File: src/shared/sgcb_map.svh
`ifndef SGCB_MAP_SVH
`define SGCB_MAP_SVH
// Register offsets
`define SGCB_ADDR_FAMILY    8'h00
`define SGCB_ADDR_PART_RUN  8'h01
`define SGCB_ADDR_GCTL0     8'h02
// Field positions
`define SGCB_RUN_BIT        0
`define SGCB_REV_LSB        1
`define SGCB_PART_LSB       4
`define SGCB_BACKOFF_BIT    7
`define SGCB_SOFTRST_BIT    6
`define SGCB_LPURGE_BIT     5
`define SGCB_FPURGE_BIT     4
`define SGCB_POLICY_BIT     1
`define SGCB_LINKAGE_BIT    0
// Reset values and masks
`define SGCB_RUN_RST        1'b1
`define SGCB_GCTL0_RST      8'h0C
`define SGCB_GCTL0_RSVD     8'h0C
`define SGCB_GCTL0_RW_MASK  8'hC3
// Serial management commands
`define SGCB_SPI_CMD_RD     8'h03
`define SGCB_SPI_CMD_WR     8'h02
// Frame classification
`define SGCB_PAUSE_TYPE     16'h8808
`define SGCB_PAUSE_DA       48'h0180_C200_0001
// Timing
`define SGCB_CLK_PERIOD_NS  4
`define SGCB_NS_PER_S       64'h0000_0000_3B9A_CA00
`define SGCB_AGE_PERIOD_S   300
`define SGCB_AGE_TOL_S      75
`define SGCB_FAST_AGE_MAX_US 800
// Sizes
`define SGCB_IDX_W          10
`define SGCB_AGE_CNT_W      40
`define SGCB_NPORTS         5
`endif

File: src/shared/sgcb_pkg.sv
`include "sgcb_map.svh"
package sgcb_pkg;
  typedef enum logic [2:0] {
    SGCB_OP_NONE,
    SGCB_OP_LEARNED,
    SGCB_OP_FIXED,
    SGCB_OP_FAST_AGE,
    SGCB_OP_AGE
  } sgcb_op_t;

  typedef enum logic [1:0] {SGCB_PH_CMD, SGCB_PH_ADDR, SGCB_PH_DATA} sgcb_spi_phase_t;

  typedef enum logic [1:0] {SGCB_ENG_IDLE, SGCB_ENG_WAIT, SGCB_ENG_EVAL, SGCB_ENG_NEXT} sgcb_eng_state_t;

  typedef struct packed {
    logic                        valid;
    logic                        fixed;
    logic                        unicast;
    logic                        stale;
    logic [2:0]                  port;
    logic [`SGCB_NPORTS-1:0]     fwd_ports;
  } sgcb_entry_t;

  typedef struct packed {
    logic                        rd_en;
    logic                        rd_fixed;
    logic                        del;
    logic                        mark_stale;
    logic [`SGCB_IDX_W-1:0]      idx;
  } sgcb_tbl_cmd_t;

  typedef struct packed {
    logic [15:0]                 ethertype;
    logic [47:0]                 da;
    logic                        pause_qual;
  } sgcb_frame_t;
endpackage

File: src/rtl/sgcb_purge_engine.sv
`timescale 1ns/10ps
`include "sgcb_map.svh"
module sgcb_purge_engine #(
  parameter int LEARN_DEPTH = 1024,
  parameter int FIXED_DEPTH = 32
) (
  input  wire logic                    clk_sys,   // System clock
  input  wire logic                    rst,       // Hard or soft reset
  input  wire logic                    start,     // Start a pass
  input  sgcb_pkg::sgcb_op_t           op,        // Pass kind
  input  wire logic [`SGCB_NPORTS-1:0] learn_dis, // Per-port learning disabled
  input  sgcb_pkg::sgcb_entry_t        entry,     // Entry read back
  output logic                         busy,      // Pass running
  output logic                         done,      // Pass finished
  output sgcb_pkg::sgcb_tbl_cmd_t      cmd        // Table commands
);
  localparam logic [`SGCB_IDX_W-1:0] LAST_L = `SGCB_IDX_W'(LEARN_DEPTH - 1);
  localparam logic [`SGCB_IDX_W-1:0] LAST_F = `SGCB_IDX_W'(FIXED_DEPTH - 1);

  sgcb_pkg::sgcb_eng_state_t state_r;
  sgcb_pkg::sgcb_op_t        op_r;
  logic [`SGCB_IDX_W-1:0]    last_idx;

  function automatic logic single_port(input logic [`SGCB_NPORTS-1:0] f);
    return (f != '0) && ((f & (f - `SGCB_NPORTS'(1))) == '0);
  endfunction

  function automatic logic del_hit(input sgcb_pkg::sgcb_op_t o, input sgcb_pkg::sgcb_entry_t e,
                                   input logic [`SGCB_NPORTS-1:0] ld);
    logic own_dis;
    own_dis = (e.port < 3'(`SGCB_NPORTS)) && ld[e.port];
    case (o)
      sgcb_pkg::SGCB_OP_LEARNED:  return e.valid && !e.fixed && own_dis;
      sgcb_pkg::SGCB_OP_FIXED:    return e.valid && e.fixed && e.unicast &&
                                         single_port(e.fwd_ports) &&
                                         ((e.fwd_ports & ld) != '0);
      sgcb_pkg::SGCB_OP_FAST_AGE: return e.valid && !e.fixed;
      sgcb_pkg::SGCB_OP_AGE:      return e.valid && !e.fixed && e.stale;
      default:                    return 1'b0;
    endcase
  endfunction

  assign last_idx = (op_r == sgcb_pkg::SGCB_OP_FIXED) ? LAST_F : LAST_L;
  assign busy     = (state_r != sgcb_pkg::SGCB_ENG_IDLE);

  // Three cycles per entry: read, wait for data, decide
  always_ff @(posedge clk_sys) begin
    if (rst) begin
      state_r <= sgcb_pkg::SGCB_ENG_IDLE;
      op_r    <= sgcb_pkg::SGCB_OP_NONE;
      cmd     <= '0;
      done    <= 1'b0;
    end else begin
      done           <= 1'b0;
      cmd.rd_en      <= 1'b0;
      cmd.del        <= 1'b0;
      cmd.mark_stale <= 1'b0;
      case (state_r)
        sgcb_pkg::SGCB_ENG_IDLE: begin
          if (start) begin
            op_r         <= op;
            cmd.idx      <= '0;
            cmd.rd_fixed <= (op == sgcb_pkg::SGCB_OP_FIXED);
            cmd.rd_en    <= 1'b1;
            state_r      <= sgcb_pkg::SGCB_ENG_WAIT;
          end
        end
        sgcb_pkg::SGCB_ENG_WAIT: begin
          state_r <= sgcb_pkg::SGCB_ENG_EVAL;
        end
        sgcb_pkg::SGCB_ENG_EVAL: begin
          cmd.del        <= del_hit(op_r, entry, learn_dis);
          cmd.mark_stale <= (op_r == sgcb_pkg::SGCB_OP_AGE) && entry.valid && !entry.fixed && !entry.stale;
          if (cmd.idx == last_idx) begin
            done    <= 1'b1;
            state_r <= sgcb_pkg::SGCB_ENG_IDLE;
          end else begin
            state_r <= sgcb_pkg::SGCB_ENG_NEXT;
          end
        end
        sgcb_pkg::SGCB_ENG_NEXT: begin
          cmd.idx   <= cmd.idx + `SGCB_IDX_W'(1);
          cmd.rd_en <= 1'b1;
          state_r   <= sgcb_pkg::SGCB_ENG_WAIT;
        end
        default: begin
          state_r <= sgcb_pkg::SGCB_ENG_IDLE;
        end
      endcase
    end
  end
endmodule

File: src/rtl/sgcb_top.sv
// Overview of operation
// Bit 0 of the run register lets the fabric forward when one and halts it when zero, and resets to one.
// Control bit 6 resets all operational state machines and the data path and holds them while it stays set.
// The soft reset leaves every configuration register at its programmed value.
// While the soft reset is set, no incoming packet is accepted.
// Writing one to control bit 5 starts a purge of the learned table and the bit clears when it is done.
// That purge removes only learned entries whose port has learning disabled.
// Writing one to control bit 4 starts a purge of the fixed table and the bit clears when it is done.
// A fixed entry is purged only if it is unicast and names exactly one forwarding port with learning disabled.
// With the drop policy bit at one, frames of type 0x8808 or to 01-80-C2-00-00-01 are dropped.
// With the drop policy bit at zero, only frames qualified as pause frames are dropped.
// With link-loss ageing set, a link going down starts one fast ageing pass finishing under 800 us.
// After a fast pass the ageing timer returns to its normal 300 s period, within 75 s.
// In link-loss ageing mode a lost link ages out every learned address.
// Control bit 7 selects the alternative back-off when set and resets to zero.
// The host reaches all registers of the 0x00 to 0xFF space over the serial management port.
// Software waits for a purge bit to read zero before another purge or a learning change.
`timescale 1ns/10ps
`include "sgcb_map.svh"
module sgcb_top #(
  parameter logic [7:0]      FAMILY_CODE    = 8'h5A, // Arbitrary value
  parameter logic [3:0]      PART_CODE      = 4'h3,  // Arbitrary value
  parameter logic [2:0]      REV_CODE       = 3'h2,  // Arbitrary value
  parameter int              LEARN_DEPTH    = 1024,
  parameter int              FIXED_DEPTH    = 32,
  parameter longint unsigned AGE_PERIOD_CYC = `SGCB_AGE_PERIOD_S * `SGCB_NS_PER_S / `SGCB_CLK_PERIOD_NS
) (
  input  wire logic                    clk_sys,     // System clock
  input  wire logic                    sys_rst,     // Synchronous reset
  input  wire logic                    spi_sclk,    // Serial clock pin
  input  wire logic                    spi_cs_n,    // Chip select pin
  input  wire logic                    spi_mosi,    // Serial data in
  output logic                         spi_miso,    // Serial data out
  output logic                         spi_miso_oe, // Data out drive enable
  input  wire logic [`SGCB_NPORTS-1:0] link_up,     // Per-port link pins
  input  wire logic [`SGCB_NPORTS-1:0] learn_dis,   // Per-port learning disabled
  input  wire logic                    frm_valid,   // Frame header valid
  input  sgcb_pkg::sgcb_frame_t        frm,         // Frame header fields
  output logic                         frm_done,    // Verdict valid
  output logic                         frm_drop,    // Verdict drop
  output logic                         switch_run,  // Fabric forwarding enable
  output logic                         fabric_rst,  // Fabric reset
  output logic                         rx_accept,   // Ingress accept
  output logic                         backoff_alt, // Alternative back-off
  output sgcb_pkg::sgcb_tbl_cmd_t      tbl_cmd,     // Table commands
  input  sgcb_pkg::sgcb_entry_t        tbl_entry    // Table read data
);
  localparam logic [`SGCB_AGE_CNT_W-1:0] AGE_RELOAD = `SGCB_AGE_CNT_W'(AGE_PERIOD_CYC - 64'd1);

  // Synchronisers
  logic sclk_s1_r, sclk_s2_r, sclk_s3_r;
  logic cs_s1_r, cs_s2_r;
  logic mosi_s1_r, mosi_s2_r;
  logic [`SGCB_NPORTS-1:0] link_s1_r, link_s2_r, link_prev_r;

  // Serial port
  sgcb_pkg::sgcb_spi_phase_t phase_r;
  logic [2:0] bit_cnt_r;
  logic [7:0] rx_r, rx_nxt, tx_r, addr_r, addr_nxt;
  logic       is_rd_r, is_wr_r;
  logic       wr_stb_r;
  logic [7:0] wr_addr_r, wr_data_r;
  logic       sclk_rise, sclk_fall;

  // Registers
  logic       run_r;
  logic [7:0] gctl_r;
  logic       lpurge_r, fpurge_r, fast_pend_r, age_pend_r;
  logic       soft_rst;

  // Engine
  sgcb_pkg::sgcb_op_t run_op_r, sel_op_r;
  logic       start_r;
  logic       eng_busy, eng_done, eng_rst;
  logic [`SGCB_AGE_CNT_W-1:0] age_cnt_r;
  logic       link_fall, age_tick;
  logic       wr_gctl, wr_run;

  function automatic logic [7:0] reg_read(input logic [7:0] a);
    case (a)
      `SGCB_ADDR_FAMILY:   return FAMILY_CODE;
      `SGCB_ADDR_PART_RUN: return {PART_CODE, REV_CODE, run_r};
      `SGCB_ADDR_GCTL0:    return gctl_r | (8'(lpurge_r) << `SGCB_LPURGE_BIT) | (8'(fpurge_r) << `SGCB_FPURGE_BIT);
      default:             return 8'h00;
    endcase
  endfunction

  assign soft_rst  = gctl_r[`SGCB_SOFTRST_BIT];
  assign sclk_rise = sclk_s2_r && !sclk_s3_r;
  assign sclk_fall = !sclk_s2_r && sclk_s3_r;
  assign rx_nxt    = {rx_r[6:0], mosi_s2_r};
  assign addr_nxt  = addr_r + 8'h01;
  assign wr_gctl   = wr_stb_r && (wr_addr_r == `SGCB_ADDR_GCTL0);
  assign wr_run    = wr_stb_r && (wr_addr_r == `SGCB_ADDR_PART_RUN);
  assign link_fall = |(link_prev_r & ~link_s2_r);
  assign age_tick  = (age_cnt_r == '0);
  assign eng_rst   = sys_rst || soft_rst;

  always_ff @(posedge clk_sys) begin
    if (sys_rst) begin
      sclk_s1_r <= 1'b0;
      sclk_s2_r <= 1'b0;
      sclk_s3_r <= 1'b0;
      cs_s1_r   <= 1'b1;
      cs_s2_r   <= 1'b1;
      mosi_s1_r <= 1'b0;
      mosi_s2_r <= 1'b0;
    end else begin
      sclk_s1_r <= spi_sclk;
      sclk_s2_r <= sclk_s1_r;
      sclk_s3_r <= sclk_s2_r;
      cs_s1_r   <= spi_cs_n;
      cs_s2_r   <= cs_s1_r;
      mosi_s1_r <= spi_mosi;
      mosi_s2_r <= mosi_s1_r;
    end
  end

  always_ff @(posedge clk_sys) begin
    if (sys_rst) begin
      link_s1_r   <= '0;
      link_s2_r   <= '0;
      link_prev_r <= '0;
    end else begin
      link_s1_r   <= link_up;
      link_s2_r   <= link_s1_r;
      link_prev_r <= link_s2_r;
    end
  end

  // Command byte, address byte, then data bytes with address increment
  always_ff @(posedge clk_sys) begin
    if (sys_rst || cs_s2_r) begin
      phase_r   <= sgcb_pkg::SGCB_PH_CMD;
      bit_cnt_r <= 3'h0;
      rx_r      <= 8'h00;
      tx_r      <= 8'h00;
      addr_r    <= 8'h00;
      is_rd_r   <= 1'b0;
      is_wr_r   <= 1'b0;
      wr_stb_r  <= 1'b0;
      wr_addr_r <= 8'h00;
      wr_data_r <= 8'h00;
      spi_miso  <= 1'b0;
    end else begin
      wr_stb_r <= 1'b0;
      if (sclk_rise) begin
        rx_r      <= rx_nxt;
        bit_cnt_r <= bit_cnt_r + 3'h1;
        if (bit_cnt_r == 3'h7) begin
          case (phase_r)
            sgcb_pkg::SGCB_PH_CMD: begin
              is_rd_r <= (rx_nxt == `SGCB_SPI_CMD_RD);
              is_wr_r <= (rx_nxt == `SGCB_SPI_CMD_WR);
              phase_r <= sgcb_pkg::SGCB_PH_ADDR;
            end
            sgcb_pkg::SGCB_PH_ADDR: begin
              addr_r  <= rx_nxt;
              tx_r    <= reg_read(rx_nxt);
              phase_r <= sgcb_pkg::SGCB_PH_DATA;
            end
            sgcb_pkg::SGCB_PH_DATA: begin
              if (is_wr_r) begin
                wr_stb_r  <= 1'b1;
                wr_addr_r <= addr_r;
                wr_data_r <= rx_nxt;
              end
              addr_r <= addr_nxt;
              tx_r   <= reg_read(addr_nxt);
            end
            default: begin
              phase_r <= sgcb_pkg::SGCB_PH_CMD;
            end
          endcase
        end
      end else if (sclk_fall && is_rd_r && (phase_r == sgcb_pkg::SGCB_PH_DATA)) begin
        spi_miso <= tx_r[7];
        tx_r     <= {tx_r[6:0], 1'b0};
      end
    end
  end

  always_ff @(posedge clk_sys) begin
    if (sys_rst) begin
      spi_miso_oe <= 1'b0;
    end else begin
      spi_miso_oe <= !cs_s2_r;
    end
  end

  // Configuration is cleared only by the hard reset
  always_ff @(posedge clk_sys) begin
    if (sys_rst) begin
      run_r  <= `SGCB_RUN_RST;
      gctl_r <= `SGCB_GCTL0_RST;
    end else begin
      if (wr_run) begin
        run_r <= wr_data_r[`SGCB_RUN_BIT];
      end
      if (wr_gctl) begin
        gctl_r <= (wr_data_r & `SGCB_GCTL0_RW_MASK) | `SGCB_GCTL0_RSVD;
      end
    end
  end

  // Purge bits read one until their pass ends; a new set beats the clear
  always_ff @(posedge clk_sys) begin
    if (eng_rst) begin
      lpurge_r <= 1'b0;
    end else if (wr_gctl && wr_data_r[`SGCB_LPURGE_BIT]) begin
      lpurge_r <= 1'b1;
    end else if (eng_done && (run_op_r == sgcb_pkg::SGCB_OP_LEARNED)) begin
      lpurge_r <= 1'b0;
    end
  end

  always_ff @(posedge clk_sys) begin
    if (eng_rst) begin
      fpurge_r <= 1'b0;
    end else if (wr_gctl && wr_data_r[`SGCB_FPURGE_BIT]) begin
      fpurge_r <= 1'b1;
    end else if (eng_done && (run_op_r == sgcb_pkg::SGCB_OP_FIXED)) begin
      fpurge_r <= 1'b0;
    end
  end

  always_ff @(posedge clk_sys) begin
    if (eng_rst) begin
      fast_pend_r <= 1'b0;
    end else if (link_fall && gctl_r[`SGCB_LINKAGE_BIT]) begin
      fast_pend_r <= 1'b1;
    end else if (eng_done && (run_op_r == sgcb_pkg::SGCB_OP_FAST_AGE)) begin
      fast_pend_r <= 1'b0;
    end
  end

  always_ff @(posedge clk_sys) begin
    if (eng_rst) begin
      age_pend_r <= 1'b0;
    end else if (age_tick) begin
      age_pend_r <= 1'b1;
    end else if (eng_done && (run_op_r == sgcb_pkg::SGCB_OP_AGE)) begin
      age_pend_r <= 1'b0;
    end
  end

  // Normal ageing period, restarted after each fast pass
  always_ff @(posedge clk_sys) begin
    if (eng_rst) begin
      age_cnt_r <= AGE_RELOAD;
    end else if (eng_done && (run_op_r == sgcb_pkg::SGCB_OP_FAST_AGE)) begin
      age_cnt_r <= AGE_RELOAD;
    end else if (age_tick) begin
      age_cnt_r <= AGE_RELOAD;
    end else begin
      age_cnt_r <= age_cnt_r - `SGCB_AGE_CNT_W'(1);
    end
  end

  // One pass at a time: learned, fixed, fast ageing, normal ageing
  always_ff @(posedge clk_sys) begin
    if (eng_rst) begin
      start_r  <= 1'b0;
      sel_op_r <= sgcb_pkg::SGCB_OP_NONE;
      run_op_r <= sgcb_pkg::SGCB_OP_NONE;
    end else begin
      start_r <= 1'b0;
      if (!eng_busy && !start_r && !eng_done) begin
        if (lpurge_r) begin
          start_r  <= 1'b1;
          sel_op_r <= sgcb_pkg::SGCB_OP_LEARNED;
          run_op_r <= sgcb_pkg::SGCB_OP_LEARNED;
        end else if (fpurge_r) begin
          start_r  <= 1'b1;
          sel_op_r <= sgcb_pkg::SGCB_OP_FIXED;
          run_op_r <= sgcb_pkg::SGCB_OP_FIXED;
        end else if (fast_pend_r) begin
          start_r  <= 1'b1;
          sel_op_r <= sgcb_pkg::SGCB_OP_FAST_AGE;
          run_op_r <= sgcb_pkg::SGCB_OP_FAST_AGE;
        end else if (age_pend_r) begin
          start_r  <= 1'b1;
          sel_op_r <= sgcb_pkg::SGCB_OP_AGE;
          run_op_r <= sgcb_pkg::SGCB_OP_AGE;
        end
      end
    end
  end

  sgcb_purge_engine #(
    .LEARN_DEPTH (LEARN_DEPTH),
    .FIXED_DEPTH (FIXED_DEPTH)
  ) u_engine (
    .clk_sys   (clk_sys),
    .rst       (eng_rst),
    .start     (start_r),
    .op        (sel_op_r),
    .learn_dis (learn_dis),
    .entry     (tbl_entry),
    .busy      (eng_busy),
    .done      (eng_done),
    .cmd       (tbl_cmd)
  );

  // Frame drop verdict, one cycle after the header
  always_ff @(posedge clk_sys) begin
    if (eng_rst) begin
      frm_done <= 1'b0;
      frm_drop <= 1'b0;
    end else begin
      frm_done <= frm_valid;
      if (gctl_r[`SGCB_POLICY_BIT]) begin
        frm_drop <= frm_valid && ((frm.ethertype == `SGCB_PAUSE_TYPE) ||
                                  (frm.da == `SGCB_PAUSE_DA));
      end else begin
        frm_drop <= frm_valid && frm.pause_qual;
      end
    end
  end

  always_ff @(posedge clk_sys) begin
    if (sys_rst) begin
      switch_run  <= 1'b0;
      fabric_rst  <= 1'b1;
      rx_accept   <= 1'b0;
      backoff_alt <= 1'b0;
    end else begin
      switch_run  <= run_r;
      fabric_rst  <= soft_rst;
      rx_accept   <= run_r && !soft_rst;
      backoff_alt <= gctl_r[`SGCB_BACKOFF_BIT];
    end
  end
endmodule

File: config.mk
export PLATFORM = sky130hd
export DESIGN_NAME = sgcb_top
export DESIGN_NICKNAME = d
export VERILOG_FILES = /design/src/shared/sgcb_pkg.sv /design/src/rtl/sgcb_purge_engine.sv /design/src/rtl/sgcb_top.sv
export VERILOG_INCLUDE_DIRS = /design/src /design/src/shared
export SDC_FILE = /design/constraint.sdc
export NUM_CORES = 1
export LEC_CHECK = 0
export BUFFER_PORTS_ARGS = -buffer_cell sky130_fd_sc_hd__buf_2
export CAP_MARGIN = 20
export CORE_UTILIZATION = 35
export CTS_CLUSTER_DIAMETER = 200
export DETAILED_ROUTE_END_ITERATION = 7
export MAX_ROUTING_LAYER = met4
export PLACE_DENSITY = 0.6
export SYNTH_ARGS = -nofsm -noshare
export SYNTH_HDL_FRONTEND = slang
export SYNTH_SLANG_ARGS = --single-unit
File: constraint.sdc
create_clock -name clk_sys -period 2.43 [get_ports clk_sys]
set_input_delay 0 -clock clk_sys [delete_from_list [all_inputs] [get_ports clk_sys]]
set_output_delay 0 -clock clk_sys [all_outputs]
set_load 0.1 [all_outputs]
# Word level (Yosys, flattened, before mapping)
# Cells that the tools add are included.
op_classes:
  n_addsub: 5
  mul: 0
  div: 0
  n_lt_le_gt_ge: 2
  eq_ne: 27
  shifts: 0
  n_mux: 38
  n_bitwise: 11
  n_reduce_logical: 73
ops:
  columns: ["cell", "count"]
  rows:
  - ["$eq A48 B41 Y1 const B", 1]
  - ["$pmux W8 S3", 2]
  - ["$logic_not A40 Y1", 1]
  - ["$sub A40 B1 Y40 const B", 1]
  - ["$eq A8 B2 Y1 const B", 4]
  - ["$pmux W8 S2", 2]
  - ["$logic_and A1 B1 Y1", 30]
  - ["$eq A8 B1 Y1 const B", 3]
  - ["$mux W8", 3]
  - ["$mux W10", 2]
  - ["$pmux W10 S2", 1]
  - ["$eq A16 B16 Y1 const B", 1]
  - ["$logic_not A8 Y1", 2]
  - ["$mux W1", 16]
  - ["$reduce_bool A2 Y1", 8]
  - ["$and A5 B5 Y5", 3]
  - ["$eq A3 B2 Y1 const B", 4]
  - ["$mux W3", 4]
  - ["$reduce_and A3 Y1", 4]
  - ["$add A10 B1 Y10 const B", 1]
  - ["$eq A10 B10 Y1", 1]
  - ["$reduce_bool A5 Y1", 2]
  - ["$eq A3 B3 Y1 const B", 3]
  - ["$logic_not A1 Y1", 9]
  - ["other kinds (31)", 48]
totals:
  reg_bits: 150
  latch_bits: 0
  ramBits: 0
  romBits: 0
  input_bits: 93
  elab_cells: 201
  n_memories: 0

# Longest topological paths before layout
# Gate-level depths: netlist of the first run.
depth:
  word_depth: 7
  depth_mapped: 10

# Hierarchy
# From an unflattened synthesis of the first run, not the netlist that was laid out.
hier_totals:
  cells_unflattened: 787
  hier_area_um2: 6712.7
by_module_without_submodules:
  columns: ["mod", "instances", "cells_per_inst", "area_each_um2", "seq_area_each_um2"]
  rows:
  - ["sgcb_top", 1, 653, 5625.4, 2562.5]
  - ["sgcb_purge_engine", 1, 134, 1087.3, 400.4]

# Worst setup path after synthesis of the first run
# OpenSTA, ideal clock, no wires.
synth_timing:
  path_kind: "reg2reg"
  start: "reg age_cnt_r[16]"
  end: "reg age_cnt_r[35]"
  setup_ns: 0.115
  arrival_time_ns: 2.148
  required_ns: 2.315
  path_slack_ns: 0.168
  stages_incl_launch_ff: 8
  path_buffers: 2
  synth_period_minus_slack_ns: 2.262
  cell_sequence: "dfxtp_1 -> or4_4 -> or3_1 -> buf_6 -> nor3_1 -> a21o_1 -> buf_4 -> nor2_1"
synth_between:
  elab_chain_cells: 2
  word_cells_on_any_way: 3
  classes_between: "1 x add/sub; 2 x reduce/logical"
synth_rtl:
  columns: ["element", "line", "text"]
  rows:
  - ["start, declared", "sgcb_top.sv:75", "logic [`SGCB_AGE_CNT_W-1:0] age_cnt_r;"]
  - ["start signal, assigned", "sgcb_top.sv:256", "age_cnt_r <= age_cnt_r - `SGCB_AGE_CNT_W'(1);"]
  - ["branches (longest 2 deep; another with $sub A40 B1 Y40)", null, null]
# Parallel ways; which one is timed is not known.
# A chain may end at the register's enable or synchronous reset.

# Worst setup path in the final report of the first run
layout_timing:
  start: "reg age_cnt_r[16]"
  end: "reg age_cnt_r[39]"
# The elaborated chain is that of the path after synthesis.

==> results of run 1 <==
what timing repair did:
| item | CTS | global route |
|---|---|---|
| endpoints found under the setup margin | 0 | 1 |
| hold buffers | 20 | 0 |
| resized for setup | 0 | 1 |
| hold endpoints to repair | 18 | 0 |
final timing paths:
check	from	end	slack (ns)	cells after the start
worst max-delay path	age_cnt_r[16]$_SDFF_PP1_	age_cnt_r[39]$_SDFF_PP0_	0.13	5
worst min-delay path	learn_dis[3]	u_engine.cmd[11]$_SDFF_PP0_	0.07	5
worst max register to register	age_cnt_r[16]$_SDFF_PP1_	age_cnt_r[39]$_SDFF_PP0_	0.13	5
worst min register to register	age_cnt_r[0]$_SDFF_PP1_	age_cnt_r[0]$_SDFF_PP1_	0.41	1
tightest hold or removal path, stage by stage:
cell,delay (ns)
buf_2,0.11
a22oi_1,0.14
a21oi_1,0.08
nand2_1,0.05
a21oi_1,0.06
sequential cells by signal, summed over array words and instances, names as in the netlist, 3 cells and up:
signal,cells
wr_data_r,6
u_engine.op_r,3
age_cnt_r,40
u_engine.cmd,14
rx_r,7
gctl_r,4
link_s2_r,5
tx_r,8
addr_r,8
bit_cnt_r,3
link_s1_r,5
sel_op_r,3
link_prev_r,5
wr_addr_r,8
cell families (layout without fill, tap and decap cells):
logic type / after synthesis / count (layout) / synth area share
compound gates: 145 / 145 / 0.133
xor+xnor: 42 / 42 / 0.0553
flops: 148 / 148 / 0.445
mux: 7 / 7 / 0.0128
buf+inv: 57 / 217 / 0.0348
simple gates: 368 / 368 / 0.289
fa+ha+maj: 16 / 16 / 0.0301
cell usage in the layout, fill, tap and decap left out, types with 5 or more instances in the layout:
cell,instances
nor4b_1,12
clkbuf_16,17
buf_4,30
nand4_1,16
nand3b_1,7
a21oi_1,61
clkinv_2,5
and3_1,6
xnor2_1,32
and2_1,6
a31oi_1,5
a22oi_1,9
nand3_1,16
xor2_1,10
nand2_1,110
or4_1,5
or3_1,13
inv_1,19
nor2b_1,28
dfxtp_1,148
o21ai_0,32
nor3_1,24
nor3b_1,6
nor2_1,64
nand2b_1,5
buf_2,114
ha_1,16
dlygate4sd3_1,20
nor4_1,27
metrics by stage:
stage                     setup slack [ns]   util  hold slack, ns
final                                0.125  0.450          0.0668
after global routing                0.0400  0.450          0.0893
after floorplan                      0.168      -          0.0773
after global placement               0.178  0.408           0.203
after detailed placement             0.134  0.408           0.202
after CTS                            0.122  0.450          0.0565
final cells by class:
| cell class | instances | area, um^2 | area share |
|---|---|---|---|
| Sequential cell | 148 | 2960 | 0.353 |
| Clock buffer | 19 | 443 | 0.0528 |
| Timing Repair Buffer | 165 | 1020 | 0.121 |
| Tap cell | 234 | 293 | 0.0349 |
| Clock inverter | 13 | 134 | 0.0160 |
| Multi-Input combinational cell | 578 | 3460 | 0.413 |
| Inverter | 20 | 75.1 | 0.00895 |
where the power goes:
group | switching [mW] | internal, mW | leakage [nW] | total (mW)
Sequential | 0.0141 | 2.45 | 1.20 | 2.47
Clock | 1.02 | 1.53 | 0.279 | 2.55
Combinational | 0.151 | 0.126 | 1.62 | 0.277
layer usage:
metal	wire (um)	part of all wire
met1	7920	0.50
met3	554	0.035
met2	7180	0.45
met4	167	0.011
met5	0	0
cell usage after synthesis, drive strengths merged, types with 5 or more instances:
master	number	area share
or2	6	0.0056
o21ai	33	0.025
nand4	16	0.015
xnor2	32	0.042
nor3	24	0.018
and3	6	0.0056
a22oi	9	0.010
nor2b	28	0.026
a31oi	5	0.0047
nor4	28	0.026
nor2	64	0.036
and2	6	0.0056
nand3	16	0.012
xor2	10	0.013
ha	16	0.030
or4	7	0.0090
or3	13	0.012
a21oi	61	0.046
dfxtp	148	0.45
clkbuf	30	0.017
nand2	110	0.062
inv	19	0.011
nand3b	7	0.0079
buf	7	0.0066
nand2b	5	0.0047
nor4b	12	0.016
nor3b	6	0.0068
==> summary.md, run 1 <==
| Metric | Value |
|---|---|
| Status | `finished, final reports clean` |
| Hold Path Class | `input port to flip-flop` |
| Critical path fanouts, max | `5` |
| Final hold violations | `0` |
| Relative slew slack | `0.610` |
| TritonCTS clock tree | `built` |
| Final setup viols | `0` |
| Critical Path End Type | `flip-flop` |
| Mapped Nets | `892` |
| Antenna-violating nets left | `0` |
| Gate Count Post-Synth | `783` |
| Pleak | `3.09 nW` |
| Top Ports | `115` |
| RSZ-0062 raised after global routing | `false` |
| Max H-tree Level | `4` |
| Clock buffer count from CTS | `17` |
| Critical path's slowest cell | `or4_4` |
| Cell area after synthesis | `6650 um^2` |
| Placement-stage cell area | `7600 um^2` |
| Crit share post-route | `0.948` |
| CTS clk-pin slew, worst paths | `0.06 ns` |
| Core footprint | `18600 um^2` |
| Root Buffer | `clkbuf_16` |
| Synth warn | `0` |
| # diodes | `0` |
| # port buffers | `114` |
| Post-CTS setup repair buffer count | `0` |
| Final Net Count | `1039` |
| Worst path required time | `2.78 ns` |
| FF+latch count, synth | `148` |
| Die area | `19600 um^2` |
| DP HPWL | `11.1 mm` |
| CTS Sinks | `148` |
| GRT Total Usage | `0.174` |
| Area grow syn2layout | `26.1%` |
| Netlist cell types | `65` |
| Setup CP Type | `flip-flop to flip-flop` |
| Ys async rst share | `0` |
| Via/cell ratio | `5.06` |
| Layout cell share with drive strength beyond 1 | `0.200` |
| Initial core utilization | `0.357` |
| Pwr dens | `631 nW/um^2` |
| Worst path top cell family by delay | `simple AND/OR/NAND/NOR gates` |
| Placer Congestion | `0.788` |
| Design Area, Final | `8390 um^2` |
| Die Wd | `140 um` |
| Buf/Inv on CP | `0` |
| Min Tclk post-route | `2.30 ns` |
| Max-cap violations | `0` |
| Vias in the first global route | `5701` |
| GRT Residual Overflow | `0` |
| DRC viols | `0` |
| Worst skew pair latency | `0.42 ns` |
| Crit path DAT | `2.66 ns` |
| Setup Skew | `0.00945 ns` |
| DR pass1 iterations | `5` |
| Startpoint types | `flip-flop` |
| GR Layer Usage met2 | `0.268` |
| GRT Max-Usage Layer | `met2` |
| Layout fillers | `1859` |
| Row cnt | `50` |
| Final Max Slew Viols | `0` |
| Via Count | `5959` |
| CP cell instances | `or4_4, or3_1, or2_0, or4b_1, a21oi_1` |
| Clock buffer depth | `2` |
| 1st-iter DRT viols | `363` |
| Met3 usage | `0.0423` |
| Die height | `140 um` |
| First-pass GRT wire length | `27.0 mm` |
| Initial antenna violation count | `0` |
| Post-Syn Area per Cell | `8.50 um^2` |
| # placed instances | `1125` |
| Final Power | `5.30 mW` |
| EDFF count, synth | `0` |
| Largest net degree at the start of global routing | `24` |
| Worst VDD drop | `0.425 mV` |
| Finished Layout Cells | `1177` |
| Ys flop type | `dfxtp_1` |
| Setup_tns | `0 ns` |
| Tightest Pin Transition | `0.582 ns` |
| Worst stage delay on the critical path | `0.54 ns` |
| Post-synthesis sequential area ratio | `0.445` |
| Drt wl/cell | `13.4 um` |
| Met1 usage | `0.223` |
| Fmax | `0.434 GHz` |
| DRT Wirelength | `15.8 mm` |
Power figures use the tool's default switching activity.
==> run 2, diff against run 1 <==
--- a/config.mk
+++ b/config.mk
@@ -8,11 +8,11 @@
 export LEC_CHECK = 0
 export BUFFER_PORTS_ARGS = -buffer_cell sky130_fd_sc_hd__buf_2
 export CAP_MARGIN = 20
-export CORE_UTILIZATION = 35
+export CORE_UTILIZATION = 48
 export CTS_CLUSTER_DIAMETER = 200
 export DETAILED_ROUTE_END_ITERATION = 7
 export MAX_ROUTING_LAYER = met4
-export PLACE_DENSITY = 0.6
+export PLACE_DENSITY = 0.77
 export SYNTH_ARGS = -nofsm -noshare
 export SYNTH_HDL_FRONTEND = slang
 export SYNTH_SLANG_ARGS = --single-unit
==> run 2 against run 1 <==
Sequential cell count is the same. Largest cell class unchanged. Maximum frequency is 0.31% higher. Combinational power decreased by 2%. Clock skew barely moved. Register-to-register slack is essentially flat. Clock power is 7% higher. Count of clock-buffer cells in the layout stayed put.
==> summary.md, run 2 (synthesis gave the netlist of run 1 again) <==
| Metric | Value |
|---|---|
| Antenna-violating nets left | `0 (unchanged)` |
| Final Max Slew Viols | `0 (unchanged)` |
| DR pass1 iterations | `5 (unchanged)` |
| 1st-iter DRT viols | `491 (+35%)` |
| Die Wd | `120 um (-14%)` |
| Worst stage delay on the critical path | `0.57 ns (+0.03 ns)` |
| CTS clk-pin slew, worst paths | `0.06 ns (about the same)` |
| GRT Total Usage | `0.240 (+0.0667)` |
| DRC viols | `0 (unchanged)` |
| Layout fillers | `1118 (-40%)` |
| Fin util | `0.619 (+0.169)` |
| Area grow syn2layout | `24.7%` |
| Comb pwr share | `0.050 (-0.002)` |
| Final hold violations | `0 (unchanged)` |
| Die height | `120 um (-14%)` |
| Row cnt | `42 (-16%)` |
| Top Ports | `115 (unchanged)` |
| Crit share post-route | `0.945 (-0.00290)` |
| CP cell instances | `or4_4, or3_4, or2_0, or4b_1, a21oi_1` |
| Layout cell share with drive strength beyond 1 | `0.197 (-0.00342)` |
| Hold wc startpoint | `tbl_entry[1]` |
| Commonest non-fill, non-tap cell in the layout | `dfxtp_1` |
| # diodes | `0 (unchanged)` |
| P_int | `4.24 mW (+3.0%)` |
| Tightest Pin Transition | `0.621 ns (+0.0396 ns)` |
| Setup Skew | `0.00987 ns (+0.000415 ns)` |
| TritonCTS clock tree | `built` |
| DRT Wirelength | `16.0 mm (+0.99%)` |
| Multi-input gate area | `3480 um^2 (+0.51%)` |
| Relative slew slack | `0.585 (-0.0250)` |
| Startpoint types | `flip-flop` |
| Switching share of power | `0.224 (+0.000737)` |
| Initial core utilization | `0.496 (+0.140)` |
| Crit path DAT | `2.64 ns (-0.02 ns)` |
| Pleak | `3.07 nW (-0.73%)` |
| Clock network fraction of total power | `0.498 (+0.016)` |
| # placed instances | `1061 (-5.7%)` |
| Hold slack | `0.0261 ns (-0.0407 ns)` |
| Critical Path End Type | `flip-flop` |
| Max reg flops | `40 (unchanged)` |
| P_sw | `1.22 mW (+3.4%)` |
| # port buffers | `114 (unchanged)` |
| Worst path required time | `2.77 ns (about the same)` |
| Register-to-register setup slack | `0.13 ns (about the same)` |
| Final setup margin | `0.132 ns (+0.00704 ns)` |
| Placer Congestion | `0.920 (+17%)` |
| Register share of total power | `0.452 (-0.014)` |
| Vias in the first global route | `5864 (+2.9%)` |
| Via Count | `6068 (+1.8%)` |
| GRT Residual Overflow | `0 (unchanged)` |
| Critical path's slowest cell | `or4_4` |
| Critical path fanouts, max | `5 (unchanged)` |
| Worst skew pair latency | `0.42 ns (about the same)` |
| Status | `finished, final reports clean` |
| Worst flop-to-flop path startpoint | `age_cnt_r[16]$_SDFF_PP1_` |
| Clock buffer depth | `2 (unchanged)` |
| Max-cap violations | `0 (unchanged)` |
| Dpl ws | `0.147 ns (+0.0135 ns)` |
| Root Buffer | `clkbuf_16` |
| Biggest register | `age_cnt_r` |
| Top Registers | `age_cnt_r (40), u_engine.cmd (14)` |
| Via/cell ratio | `5.47 (+8.0%)` |
| Final Net Count | `1030 (-0.87%)` |
| Register Area | `2960 um^2 (unchanged)` |
| Post-CTS setup repair buffer count | `0 (unchanged)` |
| Drt wl/cell | `14.4 um (+7.1%)` |
| Final setup viols | `0 (unchanged)` |
| Min Tclk post-route | `2.30 ns (-0.00704 ns)` |
| Largest net degree at the start of global routing | `32 (+33%)` |
| Clock buffer count from CTS | `17 (unchanged)` |
| Pwr dens | `658 nW/um^2 (+4.2%)` |
| Finished Layout Cells | `1110 (-5.7%)` |
| Setup CP Type | `flip-flop to flip-flop` |
| CTS Sinks | `148 (unchanged)` |
| Max H-tree Level | `4 (unchanged)` |
| Core footprint | `13400 um^2 (-28%)` |
| Setup_tns | `0 ns (unchanged)` |
| Initial antenna violation count | `0 (unchanged)` |
| First-pass GRT wire length | `27.2 mm (+0.69%)` |
| Die area | `14300 um^2 (-27%)` |
| Critical path launch point | `age_cnt_r[16]$_SDFF_PP1_` |
| Worst VDD drop | `0.502 mV (+18%)` |
| Fmax | `0.435 GHz (+0.31%)` |
| Hold Path Class | `input port to flip-flop` |
| DP HPWL | `10.7 mm (-3.7%)` |
| Most frequent cells in the layout | `dfxtp_1 (148), buf_2 (114), nand2_1 (110)` |
-- run 2: cell types whose count changed in the layout (fill, tap and decap cells not counted), moves of 2 or more --
cell           change
buf_4              -6
dlygate4sd3_1      -3
inv_6              +2
clkinv_2           -4
-- run 2: critical path, delay by kind of cell, from the launching register on --
| kind | cells | cell delay, ns |
|---|---|---|
| AND/OR/NAND/NOR | 4 | 1.76 |
| flip-flops | 1 | 0.32 |
| AO/OA/AOI/OAI | 1 | 0.14 |
-- run 2: per-stage QoR --
step	instance area [um^2]	power (mW)
floorplan	6650	2.66
global placement	7490	2.77
detailed placement	7490	2.77
CTS	8270	5.48
global route	8300	5.64
finish	8300	5.46
-- run 2: what timing repair did --
| action | in CTS | in global routing |
|---|---|---|
| hold buffers | 17 | 0 |
| resized for setup | 0 | 3 |
| setup endpoints to repair | 0 | 3 |
| endpoints found under the hold margin | 12 | 0 |
-- run 2: power by group through the flow --
stage                     clock (mW)  sequential, mW  combinational, mW
final                           2.72            2.47              0.272
after global routing            2.87            2.47              0.294
after CTS                       2.74            2.47              0.270
after detailed placement           0            2.52              0.251
after global placement             0            2.52              0.247
after floorplan                    0            2.55              0.106
-- run 2: area by class of cell --
cell class | count | area share
Clock buffer | 19 | 0.0534
Multi-Input combinational cell | 578 | 0.420
Clock inverter | 13 | 0.0210
Tap cell | 176 | 0.0265
Timing Repair Buffer | 156 | 0.113
Inverter | 20 | 0.00905
Sequential cell | 148 | 0.357
-- run 2: metal layers --
layer	part of all wire	vias to the layer above	global-route usage
met5	0	-	-
met4	0.025	0	0.0875
met3	0.042	31	0.0537
met2	0.48	166	0.389
met1	0.45	2820	0.293
li1	-	3051	-
-- run 2: final timing paths --
check / endpoint / cells after the start
max: age_cnt_r[39]$_SDFF_PP0_ / 5
min: u_engine.cmd[11]$_SDFF_PP0_ / 4
max reg2reg: age_cnt_r[39]$_SDFF_PP0_ / 5
min reg2reg: cs_s2_r$_SDFF_PP1_ / 1
==> run 3, diff against run 2 <==
--- a/config.mk
+++ b/config.mk
@@ -11,7 +11,6 @@
 export CORE_UTILIZATION = 48
 export CTS_CLUSTER_DIAMETER = 200
 export DETAILED_ROUTE_END_ITERATION = 7
-export MAX_ROUTING_LAYER = met4
 export PLACE_DENSITY = 0.77
 export SYNTH_ARGS = -nofsm -noshare
 export SYNTH_HDL_FRONTEND = slang
==> run 3 against run 2 <==
Sequential cell count unchanged. Count of clock-buffer cells in the layout unchanged. Worst setup slack worse by 0.0026 ns. Sequential power is essentially flat. Wire length is 0.44% lower. Clock skew is 0.00062 ns lower. Maximum frequency decreased by 0.11%. Largest cell class unchanged. Highest routed layer unchanged.
==> summary.md, run 3 (synthesis gave the netlist of run 1 again) <==
| Metric | Value |
|---|---|
| Setup Skew | `0.00925 ns (-0.000617 ns)` |
| Largest net degree at the start of global routing | `32 (unchanged)` |
| Final setup viols | `0 (unchanged)` |
| Startpoint types | `flip-flop` |
| Placer Congestion | `0.905 (-1.7%)` |
| Placement-stage cell area | `7490 um^2 (unchanged)` |
| Design Area, Final | `8300 um^2 (unchanged)` |
| Fmax | `0.435 GHz (-0.11%)` |
| Hold Path Class | `input port to flip-flop` |
| 1st-iter DRT viols | `473 (-3.7%)` |
| Hold wc startpoint | `tbl_entry[1]` |
| Final Power | `5.45 mW (-0.20%)` |
| Biggest register | `age_cnt_r` |
| Critical Path End Type | `flip-flop` |
| R2R depth | `5 (unchanged)` |
| Final hold violations | `0 (unchanged)` |
| Worst flop-to-flop path startpoint | `age_cnt_r[16]$_SDFF_PP1_` |
| DRT Wirelength | `15.9 mm (-0.44%)` |
| Row cnt | `42 (unchanged)` |
| Root Buffer | `clkbuf_16` |
| Core footprint | `13400 um^2 (unchanged)` |
| Via Count | `6053 (-0.25%)` |
| Initial antenna violation count | `0 (unchanged)` |
| GRT Residual Overflow | `0 (unchanged)` |
| Die height | `120 um (unchanged)` |
| Register-to-register setup slack | `0.13 ns (about the same)` |
| DR pass1 iterations | `6 (+1)` |
| Worst stage delay on the critical path | `0.57 ns (about the same)` |
| Pwr dens | `657 nW/um^2 (-0.20%)` |
| Worst hold endpoint | `u_engine.cmd[11]$_SDFF_PP0_` |
| # placed instances | `1061 (unchanged)` |
| Antenna-violating nets left | `0 (unchanged)` |
| CP cell instances | `or4_4, or3_4, or2_0, or4b_1, a21oi_1` |
| Clock buffer depth | `2 (unchanged)` |
| Worst path required time | `2.77 ns (about the same)` |
| Worst VDD drop | `0.496 mV (-1.1%)` |
| Final Max Slew Viols | `0 (unchanged)` |
| First-pass GRT wire length | `27.1 mm (-0.15%)` |
| Commonest non-fill, non-tap cell in the layout | `dfxtp_1` |
| Max reg flops | `40 (unchanged)` |
| Hold depth | `4 (unchanged)` |
| DP HPWL | `10.7 mm (unchanged)` |
| Post-CTS setup repair buffer count | `0 (unchanged)` |
| Layout cell share with drive strength beyond 1 | `0.197 (unchanged)` |
| Area grow syn2layout | `24.7% (unchanged)` |
| Max H-tree Level | `4 (unchanged)` |
| Critical path's slowest cell | `or4_4` |
| Min Tclk post-route | `2.30 ns (+0.00261 ns)` |
| TritonCTS clock tree | `built` |
| Die area | `14300 um^2 (unchanged)` |
| CTS clk-pin slew, worst paths | `0.06 ns (about the same)` |
| Initial core utilization | `0.496 (unchanged)` |
| Via/cell ratio | `5.45 (-0.25%)` |
| Die Wd | `120 um (unchanged)` |
| Finished Layout Cells | `1110 (unchanged)` |
| Drt wl/cell | `14.3 um (-0.44%)` |
| DRC viols | `0 (unchanged)` |
| RR Endpoint | `age_cnt_r[39]$_SDFF_PP0_` |
| Max-cap violations | `0 (unchanged)` |
| Worst skew pair latency | `0.41 ns (about the same)` |
| Crit path DAT | `2.64 ns (about the same)` |
| Pleak | `3.07 nW (unchanged)` |
| Final Net Count | `1030 (unchanged)` |
| CTS Sinks | `148 (unchanged)` |
| Top Ports | `115 (unchanged)` |
| Status | `finished, final reports clean` |
| Top Registers | `age_cnt_r (40), u_engine.cmd (14)` |
| Vias in the first global route | `5872 (+0.14%)` |
| Critical path fanouts, max | `5 (unchanged)` |
| Relative slew slack | `0.588 (+0.00289)` |
| # port buffers | `114 (unchanged)` |
| Setup CP Type | `flip-flop to flip-flop` |
| Clock buffer count from CTS | `17 (unchanged)` |
| Most frequent cells in the layout | `dfxtp_1 (148), buf_2 (114), nand2_1 (110)` |
| Crit share post-route | `0.947 (+0.00108)` |
| GRT Total Usage | `0.233 (-0.00701)` |
| Layout fillers | `1118 (unchanged)` |
| Tightest Pin Transition | `0.617 ns (-0.00432 ns)` |
| # diodes | `0 (unchanged)` |
## run 3: cell counts in the layout (fill, tap and decap cells not counted)
Identical to the previous run, type by type.
## run 3: per-layer routing
metal  share of wire  GRT usage  vias to the layer above
met5               0          0                        -
met4           0.026     0.0875                        0
met3           0.046     0.0537                       33
met2            0.48      0.390                      190
met1            0.45      0.292                     2784
li1                -          -                     3046
## run 3: cell type report
type                            count  area, um^2  share of cell area
Multi-Input combinational cell    578        3480               0.420
Sequential cell                   148        2960               0.357
Timing Repair Buffer              156         941               0.113
Clock buffer                       19         443              0.0534
Tap cell                          176         220              0.0265
Clock inverter                     13         174              0.0210
Inverter                           20        75.1             0.00905
## run 3: power breakdown
group          internal (mW)  switching [mW]  leakage, nW
sequential              2.45          0.0159         1.20
combinational          0.121           0.151         1.58
clock                   1.66            1.05        0.296
total                   4.24            1.21         3.07
## run 3: metrics by stage
stage	setup TNS, ns	setup slack, ns	utilization	hold slack (ns)
2_1_floorplan	0	0.168	-	0.0773
3_3_place_gp	0	0.192	0.559	0.185
3_5_place_dp	0	0.147	0.559	0.194
4_1_cts	0	0.115	0.617	0.0168
5_1_grt	-0.00172	-0.00172	0.619	0.0433
6_report	0	0.130	0.619	0.0324
## run 3: timing repair
| item | CTS | global route |
|---|---|---|
| resized for setup | 0 | 3 |
| hold endpoints to repair | 12 | 0 |
| hold buffers | 17 | 0 |
| endpoints found under the setup margin | 0 | 3 |
## run 3: critical path: cells and delay by family (launching register included)
| kind | cells | cell delay (ns) |
|---|---|---|
| compound gates | 1 | 0.14 |
| flops | 1 | 0.32 |
| simple gates | 4 | 1.76 |
## run 3: worst max path at each step
stage / startpoint / to / slack, ns / cells after the start
2_1_floorplan: age_cnt_r[16]$_SDFF_PP1_ / age_cnt_r[35]$_SDFF_PP0_ / 0.17 / 7
3_3_place_gp: age_cnt_r[16]$_SDFF_PP1_ / age_cnt_r[39]$_SDFF_PP0_ / 0.19 / 5
3_5_place_dp: age_cnt_r[16]$_SDFF_PP1_ / age_cnt_r[39]$_SDFF_PP0_ / 0.15 / 5
4_1_cts: age_cnt_r[16]$_SDFF_PP1_ / age_cnt_r[39]$_SDFF_PP0_ / 0.11 / 5
5_1_grt: addr_r[0]$_SDFFE_PP0P_ / tx_r[2]$_SDFFE_PP0P_ / -0.002 / 7
6_report: age_cnt_r[16]$_SDFF_PP1_ / age_cnt_r[39]$_SDFF_PP0_ / 0.13 / 5
